File: src/rtl/status_flags_pkg.sv
// Constants for the processor condition flags register and its Avalon-MM access.
// Assumes a single 25 MHz clock shared with the instruction execution unit.
//
// Operation
// - Indirect bank select one maps indirect accesses to 100h-1FFh, zero maps them to 00h-FFh.
// - The two-bit direct bank field at bits 6-5 picks bank 0 to 3 at 00h, 80h, 100h and 180h.
// - The timeout flag at bit 4 is set by power-up, the watchdog-clear and the sleep instruction.
// - The timeout flag is cleared when the watchdog timer expires.
// - The power-down flag at bit 3 is set by power-up and by the watchdog-clear instruction.
// - The power-down flag is cleared whenever the sleep instruction executes.
// - The zero flag at bit 2 is one for a zero arithmetic or logic result and zero otherwise.
// - The digit-carry flag at bit 1 shows a carry out of the fourth lowest result bit.
// - The carry flag at bit 0 shows a carry out of the most significant result bit.
// - Add-register, add-literal, subtract-from-literal and subtract-register update both carries.
// - In subtraction the carry and digit-carry flags read one when no borrow occurred.
// - Subtraction adds the two's complement of the second operand and takes flags from that sum.
// - Rotations load carry with the bit shifted out: low bit for right, high bit for left.
// - When the register is the destination of a flag-affecting operation the flag updates win.
`default_nettype none
package status_flags_pkg;
    localparam int DATA_WIDTH = 8;
    localparam int ADDR_WIDTH = 4;
    localparam logic [ADDR_WIDTH-1:0] FLAGS_OFFSET = 4'h0;
    localparam logic [ADDR_WIDTH-1:0] WORD_OFFSET = 4'h4;
    localparam logic [ADDR_WIDTH-1:0] ALU_OFFSET = 4'h8;
    localparam int INDIRECT_BIT = 7;
    localparam int BANK_HI_BIT = 6;
    localparam int BANK_LO_BIT = 5;
    localparam int TIMEOUT_BIT = 4;
    localparam int POWER_DOWN_BIT = 3;
    localparam int ZERO_BIT = 2;
    localparam int DIGIT_CARRY_BIT = 1;
    localparam int CARRY_BIT = 0;
    localparam logic [7:0] WRITABLE_MASK = 8'he7;
    localparam logic [7:0] FLAGS_RESET = 8'h18;
    localparam logic [8:0] BANK_SIZE = 9'h080;
    localparam logic [8:0] INDIRECT_SIZE = 9'h100;
    typedef enum logic [2:0] {
        op_none_type_v, op_add_reg, op_add_lit, op_sub_lit, op_sub_reg,
        op_rot_right, op_rot_left, op_logic
    } alu_op_type;
endpackage : status_flags_pkg
`default_nettype wire

File: src/rtl/status_flags.sv
// Processor condition flags register with bank decode, power events and ALU flag update.
// Assumes the execution unit pulses event inputs for one clock and an Avalon-MM master.
//
// Register access over Avalon-MM and the register offsets were chosen for this implementation.
`default_nettype none
module status_flags (
    input wire logic clk,
    input wire logic reset_n,
    input wire logic [status_flags_pkg::ADDR_WIDTH-1:0] avs_address,
    input wire logic avs_read,
    input wire logic avs_write,
    input wire logic [31:0] avs_writedata,
    input wire logic [3:0] avs_byteenable,
    output logic [31:0] avs_readdata,
    output logic avs_waitrequest,
    output logic [1:0] avs_response,
    input wire logic watchdog_clear_instr,
    input wire logic sleep_instr,
    input wire logic watchdog_timer_expired,
    input wire status_flags_pkg::alu_op_type alu_op,
    input wire logic [7:0] alu_operand_a,
    input wire logic [7:0] alu_operand_b,
    input wire logic alu_start,
    input wire logic alu_dest_is_flags,
    input wire logic [8:0] direct_offset,
    input wire logic [7:0] indirect_pointer,
    output logic [8:0] direct_address,
    output logic [8:0] indirect_address,
    output logic [7:0] alu_result,
    output logic [7:0] processor_condition_flags_out
);
    import status_flags_pkg::*;

    // ==========================================================
    // Register state
    logic [7:0] processor_condition_flags;
    logic [7:0] alu_operand_a_reg;
    logic pending;
    logic [7:0] next_result;
    logic next_zero;
    logic next_digit_carry;
    logic next_carry;
    logic carries_valid;
    logic carry_valid;
    logic bus_write;
    logic [7:0] write_value;

    function automatic logic [8:0] bank_base(input logic [1:0] bank);
        bank_base = BANK_SIZE * {7'h00, bank};
    endfunction : bank_base

    // ==========================================================
    // Avalon-MM slave
    // Waitrequest is held one cycle so that reads always see settled flags.
    always_ff @(posedge clk or negedge reset_n) begin
        if (!reset_n) begin
            pending <= 1'b0;
        end else begin
            pending <= (avs_read || avs_write) && !pending;
        end
    end
    assign avs_waitrequest = (avs_read || avs_write) && !pending;
    assign bus_write = avs_write && pending && avs_byteenable[0];
    assign write_value = (avs_writedata[7:0] & WRITABLE_MASK) |
        (processor_condition_flags & ~WRITABLE_MASK);

    always_ff @(posedge clk or negedge reset_n) begin
        if (!reset_n) begin
            avs_readdata <= 32'h00000000;
            avs_response <= 2'h0;
        end else if (avs_read && !pending) begin
            avs_response <= 2'h0;
            case (avs_address)
                FLAGS_OFFSET: avs_readdata <= {24'h000000, processor_condition_flags};
                WORD_OFFSET: avs_readdata <= {24'h000000, alu_operand_a_reg};
                ALU_OFFSET: avs_readdata <= {24'h000000, alu_result};
                default: begin
                    avs_readdata <= 32'h00000000;
                    avs_response <= 2'h2;
                end
            endcase
        end else if (avs_write && !pending) begin
            avs_response <= (avs_address == FLAGS_OFFSET || avs_address == WORD_OFFSET) ?
                2'h0 : 2'h2;
        end
    end

    always_ff @(posedge clk or negedge reset_n) begin
        if (!reset_n) begin
            alu_operand_a_reg <= 8'h00;
        end else if (bus_write && avs_address == WORD_OFFSET) begin
            alu_operand_a_reg <= avs_writedata[7:0];
        end
    end

    // ==========================================================
    // ALU
    flag_alu alu_unit (
        .op(alu_start ? alu_op : op_none_type_v),
        .operand_a(alu_operand_a),
        .operand_b(alu_operand_b),
        .carry_in(processor_condition_flags[CARRY_BIT]),
        .result(next_result),
        .zero(next_zero),
        .digit_carry(next_digit_carry),
        .carry(next_carry),
        .carries_valid(carries_valid),
        .carry_valid(carry_valid)
    );

    always_ff @(posedge clk or negedge reset_n) begin
        if (!reset_n) begin
            alu_result <= 8'h00;
        end else if (alu_start) begin
            alu_result <= next_result;
        end
    end

    // ==========================================================
    // Flags register
    // Software writes land first, so ALU flags and power events in the same cycle win.
    always_ff @(posedge clk or negedge reset_n) begin
        if (!reset_n) begin
            processor_condition_flags <= FLAGS_RESET;
        end else begin
            logic [7:0] v;
            v = processor_condition_flags;
            if (bus_write && avs_address == FLAGS_OFFSET) begin
                v = write_value;
            end
            if (alu_start && alu_dest_is_flags) begin
                v[7:5] = next_result[7:5];
            end
            if (alu_start && alu_op != op_rot_right && alu_op != op_rot_left) begin
                v[ZERO_BIT] = next_zero;
            end
            if (alu_start && carries_valid) begin
                v[DIGIT_CARRY_BIT] = next_digit_carry;
            end
            if (alu_start && carry_valid) begin
                v[CARRY_BIT] = next_carry;
            end
            if (watchdog_timer_expired) begin
                v[TIMEOUT_BIT] = 1'b0;
            end
            if (watchdog_clear_instr) begin
                v[TIMEOUT_BIT] = 1'b1;
                v[POWER_DOWN_BIT] = 1'b1;
            end
            if (sleep_instr) begin
                v[TIMEOUT_BIT] = 1'b1;
                v[POWER_DOWN_BIT] = 1'b0;
            end
            processor_condition_flags <= v;
        end
    end

    // ==========================================================
    // Bank decode
    always_ff @(posedge clk or negedge reset_n) begin
        if (!reset_n) begin
            direct_address <= 9'h000;
            indirect_address <= 9'h000;
        end else begin
            direct_address <= bank_base(processor_condition_flags[BANK_HI_BIT:BANK_LO_BIT]) +
                {2'h0, direct_offset[6:0]};
            indirect_address <= (processor_condition_flags[INDIRECT_BIT] ? INDIRECT_SIZE :
                9'h000) + {1'b0, indirect_pointer};
        end
    end

    assign processor_condition_flags_out = processor_condition_flags;
endmodule : status_flags
`default_nettype wire

File: src/rtl/flag_alu.sv
// Eight-bit adder and rotator that produces a result and its three condition flags.
// Assumes it is driven combinationally from the status register block.
`default_nettype none
module flag_alu (
    input wire status_flags_pkg::alu_op_type op,
    input wire logic [7:0] operand_a,
    input wire logic [7:0] operand_b,
    input wire logic carry_in,
    output logic [7:0] result,
    output logic zero,
    output logic digit_carry,
    output logic carry,
    output logic carries_valid,
    output logic carry_valid
);
    import status_flags_pkg::*;
    logic [4:0] low_sum;
    logic [8:0] full_sum;
    logic [7:0] addend;
    logic [7:0] minuend;
    always_comb begin
        addend = operand_b;
        minuend = operand_a;
        if (op == op_sub_lit || op == op_sub_reg) begin
            addend = ~operand_b;
        end
        low_sum = {1'b0, minuend[3:0]} + {1'b0, addend[3:0]} + {4'h0, (op == op_sub_lit ||
            op == op_sub_reg)};
        full_sum = {1'b0, minuend} + {1'b0, addend} + {8'h00, (op == op_sub_lit ||
            op == op_sub_reg)};
        result = full_sum[7:0];
        digit_carry = low_sum[4];
        carry = full_sum[8];
        carries_valid = (op == op_add_reg || op == op_add_lit || op == op_sub_lit ||
            op == op_sub_reg);
        carry_valid = carries_valid;
        case (op)
            op_rot_right: begin
                result = {carry_in, operand_a[7:1]};
                carry = operand_a[0];
                carry_valid = 1'b1;
            end
            op_rot_left: begin
                result = {operand_a[6:0], carry_in};
                carry = operand_a[7];
                carry_valid = 1'b1;
            end
            op_logic: begin
                result = operand_a & operand_b;
            end
            default: begin
            end
        endcase
        zero = (result == 8'h00);
    end
endmodule : flag_alu
`default_nettype wire

File: config.mk
export PLATFORM = sky130hd
export DESIGN_NAME = status_flags
export DESIGN_NICKNAME = d
export VERILOG_FILES = /design/src/rtl/status_flags_pkg.sv /design/src/rtl/status_flags.sv /design/src/rtl/flag_alu.sv
export SDC_FILE = /design/constraint.sdc
export NUM_CORES = 1
export LEC_CHECK = 0
export ABC_AREA = 1
export BUFFER_PORTS_ARGS = -buffer_cell sky130_fd_sc_hd__clkbuf_2
export CORE_AREA = 4 4 93 95
export DETAILED_ROUTE_END_ITERATION = 16
export DIE_AREA = 0 0 97 99
export GPL_TIMING_DRIVEN = 0
export PLACE_DENSITY = 0.72
export SLEW_MARGIN = 30
export SYNTH_ARGS = -nofsm -noshare
export SYNTH_HDL_FRONTEND = slang
export SYNTH_HIERARCHICAL = 1
export SYNTH_SLANG_ARGS = --single-unit
File: constraint.sdc
create_clock -name clk -period 1.7 [get_ports clk]
set_input_delay 0.34 -clock clk [delete_from_list [all_inputs] [get_ports clk]]
set_output_delay 0.34 -clock clk [all_outputs]
set_load 0.005 [all_outputs]
==> summary.txt <==
# diodes = 0
Fill cells = 701
Count of flip-flops with a built-in enable after synthesis = 0
CTS H-tree depth = 2
Initial standard-cell utilization of the core = 41.5%
Setup crit start kind = primary input
Top Registers = direct_address (9), indirect_address (9)
Final WS setup = -0.597 ns
Layout area overhead = 40.1%
Period Utilization, post-route = 135%
Worst Hold Class = primary input to asynchronous set/reset pin
Port buffer count = 99
Sequential fraction of the synthesis area = 40.7%
Final core occ = 58.1%
Number of global-route vias before repair = 2936
Most common library cell in the layout ignoring fill and taps = clkbuf_2
Placement-stage cell area = 4020 um2
Wire length reported by the detailed router = 8840 um
Transition time at the pin with the least slew margin = 0.678 ns
Drt first pass iters = 4
Number of I/O pins = 154
Total of flip-flops plus latches after synthesis = 52
Routed WL per cell = 13.6 um
R2R depth = 9
Cell count after synthesis = 404
Via density = 4.75
Chip Height = 99 um
1st-iter DRT viols = 179
Commonest register cell after synthesis = dfrtp_1
Pre-CTS setup slack = -1.20 ns
DRT antenna net count = 0
FFs w/ async S/R, synth = 100%
Number of nets in the final layout = 643
HPWL after DPL = 6710 um
Post-route cell area = 4490 um2
Startpoint of the worst register-to-register path = processor_condition_flags_out[0]
PwrDens = 771 nW/um2
Non-filler cells in the finished layout = 652
Maximum number of buffers from clock root to sink = 2
Cell type contributing the most total cell area after synthesis = dfrtp_1
Setup repair after global routing missed its margin = yes
Peak VDD IR = 0.341 mV
Critical path class = primary input to register
Antenna violations before repair = 0
Worst-skew pair later-pin latency = 0.31 ns
Share of layout cells above drive strength 1 = 45.3%
Area contributors post-synth = dfrtp_1 39%, nand2_1 11%, nand3_1 10%, buf_4 6.1%, inv_1 6.0%
Rows = 32
Data arrival time of the worst path = 2.54 ns
Number of buffers created by CTS = 5
Number of clock sinks = 52
Proportion of netlist area held by the largest area contributor = 39.0%
Wire length of the first global-routing pass = 13900 um
Placed cell count = 629
Synthesis Warnings = 6
Post-Synthesis Mean Instance Area = 7.94 um2
Worst r2r dst = processor_condition_flags_out[2]
Core ar. = 7730 um2
Crit Path Max Fanout = 6
Flop-to-flop setup slack = 0.29 ns
RD Place Congestion = 0.898
Max-cap violations = 0
Required time at the endpoint of the critical path = 1.95 ns
DRC violation count after routing = 0
Final Hold Viols = 0
Hold_buf cts = 0
Result of the run = finished, violations left
Total via count after detailed routing = 3095
Overall die width = 97 um
Highest-count cells in the layout ignoring fill and taps = 95 x clkbuf_2, 78 x nand2_1, 56 x nand3_1, 50 x dfrtp_1, 41 x buf_4
Endpoint kind of the worst setup timing path = register
DIE AREA = 9600 um2
Distinct cell type count after synthesis = 34
CTS root buffer = clkbuf_8
TritonCTS clock tree = built
Worst hold-check slack = 0.0894 ns
Relative slew margins = 54.8%
Final-report max-slew violation count = 0
Post-Syn Area = 3210 um2
Failing checks = setup timing
Worst-case clock skew = 0.0114 ns
Achievable Freq = 435 MHz
Final setup violating endpoints = 13
Final worst path period need = 2.30 ns
Maximum number of pins on one net before global-route repair = 53
Clock transition at the register clock pins on the worst setup and hold paths after CTS = 0.09 ns
Leakage power total = 2.46 nW
Grt total ovfl = 0
Overall track demand over capacity in global routing = 17.3%
-- cells in the mapped netlist, drive strengths merged (2+ instances only) --
cell type / instances
dfrtp: 50
a21oi: 7
nand2: 101
xnor2: 5
nor3: 4
o211ai: 2
o21ai: 22
nand4: 5
o2111ai: 2
dfstp: 2
mux2: 6
nand3: 66
inv: 53
ha: 8
nor2: 27
xor2: 3
buf: 32
-- worst max-delay path, stage by stage --
cell and delay [ns]:
buf_4 0.13, nand2_4 0.07, inv_4 0.04, o21ai_4 0.15, buf_6 0.14, nand2_8 0.10
buf_12 0.15, xnor2_4 0.12, ha_4 0.32, buf_6 0.10, nand3_2 0.09, nand2_2 0.09
nand2_2 0.06, nand3_2 0.08, nand3_1 0.08, nor2_1 0.13, nand4_1 0.11, nor2_2 0.09
nand4_1 0.08, nand3_1 0.07
-- worst max path at each step --
| stage | start | end | slack [ns] | cells after the start |
|---|---|---|---|---|
| after floorplan | alu_start | alu_result[7] | -0.76 | 17 |
| final | alu_op[0] | processor_condition_flags_out[2] | -0.60 | 20 |
| after detailed placement | alu_start | processor_condition_flags_out[6] | -1.20 | 21 |
| after global routing | alu_start | processor_condition_flags_out[0] | -0.71 | 19 |
| after global placement | alu_start | processor_condition_flags_out[6] | -1.17 | 21 |
| after CTS | alu_start | alu_result[7] | -0.61 | 17 |
-- metal layers --
metal	vias up	share of wire, %	track usage [%]	wire [um]
met4	0	1.6	4.43	137
met1	1432	39	20.9	3440
met5	-	0	0	0
met2	104	54	32.3	4750
li1	1546	-	-	-
met3	13	5.9	2.48	517
-- per-stage QoR --
stage,setup TNS (ns),total power [W]
6_report,-5.51,0.00346
3_3_place_gp,-12.96,0.00251
4_1_cts,-5.34,0.00331
2_1_floorplan,-7.87,0.00213
5_1_grt,-6.65,0.00369
3_5_place_dp,-13.50,0.00254
-- logic make-up after synthesis --
| kind of cell | after synthesis | share of synthesized area [%] |
|---|---|---|
| other cells | 1 | 0.117 |
| simple gates | 205 | 29.3 |
| flops | 52 | 40.7 |
| compound gates | 37 | 7.61 |
| fa+ha+maj | 9 | 3.75 |
| buf+inv | 86 | 14.3 |
| mux | 6 | 2.11 |
| xor+xnor | 8 | 2.19 |
-- what timing repair did --
action / in CTS / in global routing
pin swaps: 22 / 33
gates resized for setup: 22 / 49
setup endpoints to repair: 13 / 13
setup buffers: 11 / 5
-- report_power, final --
group          switching [W]  total (W)  internal, W
clock               0.000402   0.000695     0.000293
combinational       0.000661    0.00125     0.000584
sequential          0.000129    0.00152      0.00139
-- cell type report --
type / count / area, um2 / area share, %
clock buffer: 6 / 72.6 / 1.62
timing repair buffer: 115 / 663 / 14.8
multi-input combinational: 290 / 1850 / 41.2
buffer: 32 / 256 / 5.71
sequential: 52 / 1300 / 29.0
inverter: 53 / 204 / 4.54
clock inverter: 2 / 16.3 / 0.362
tap: 102 / 128 / 2.84
(Power assumes the default switching activity.)
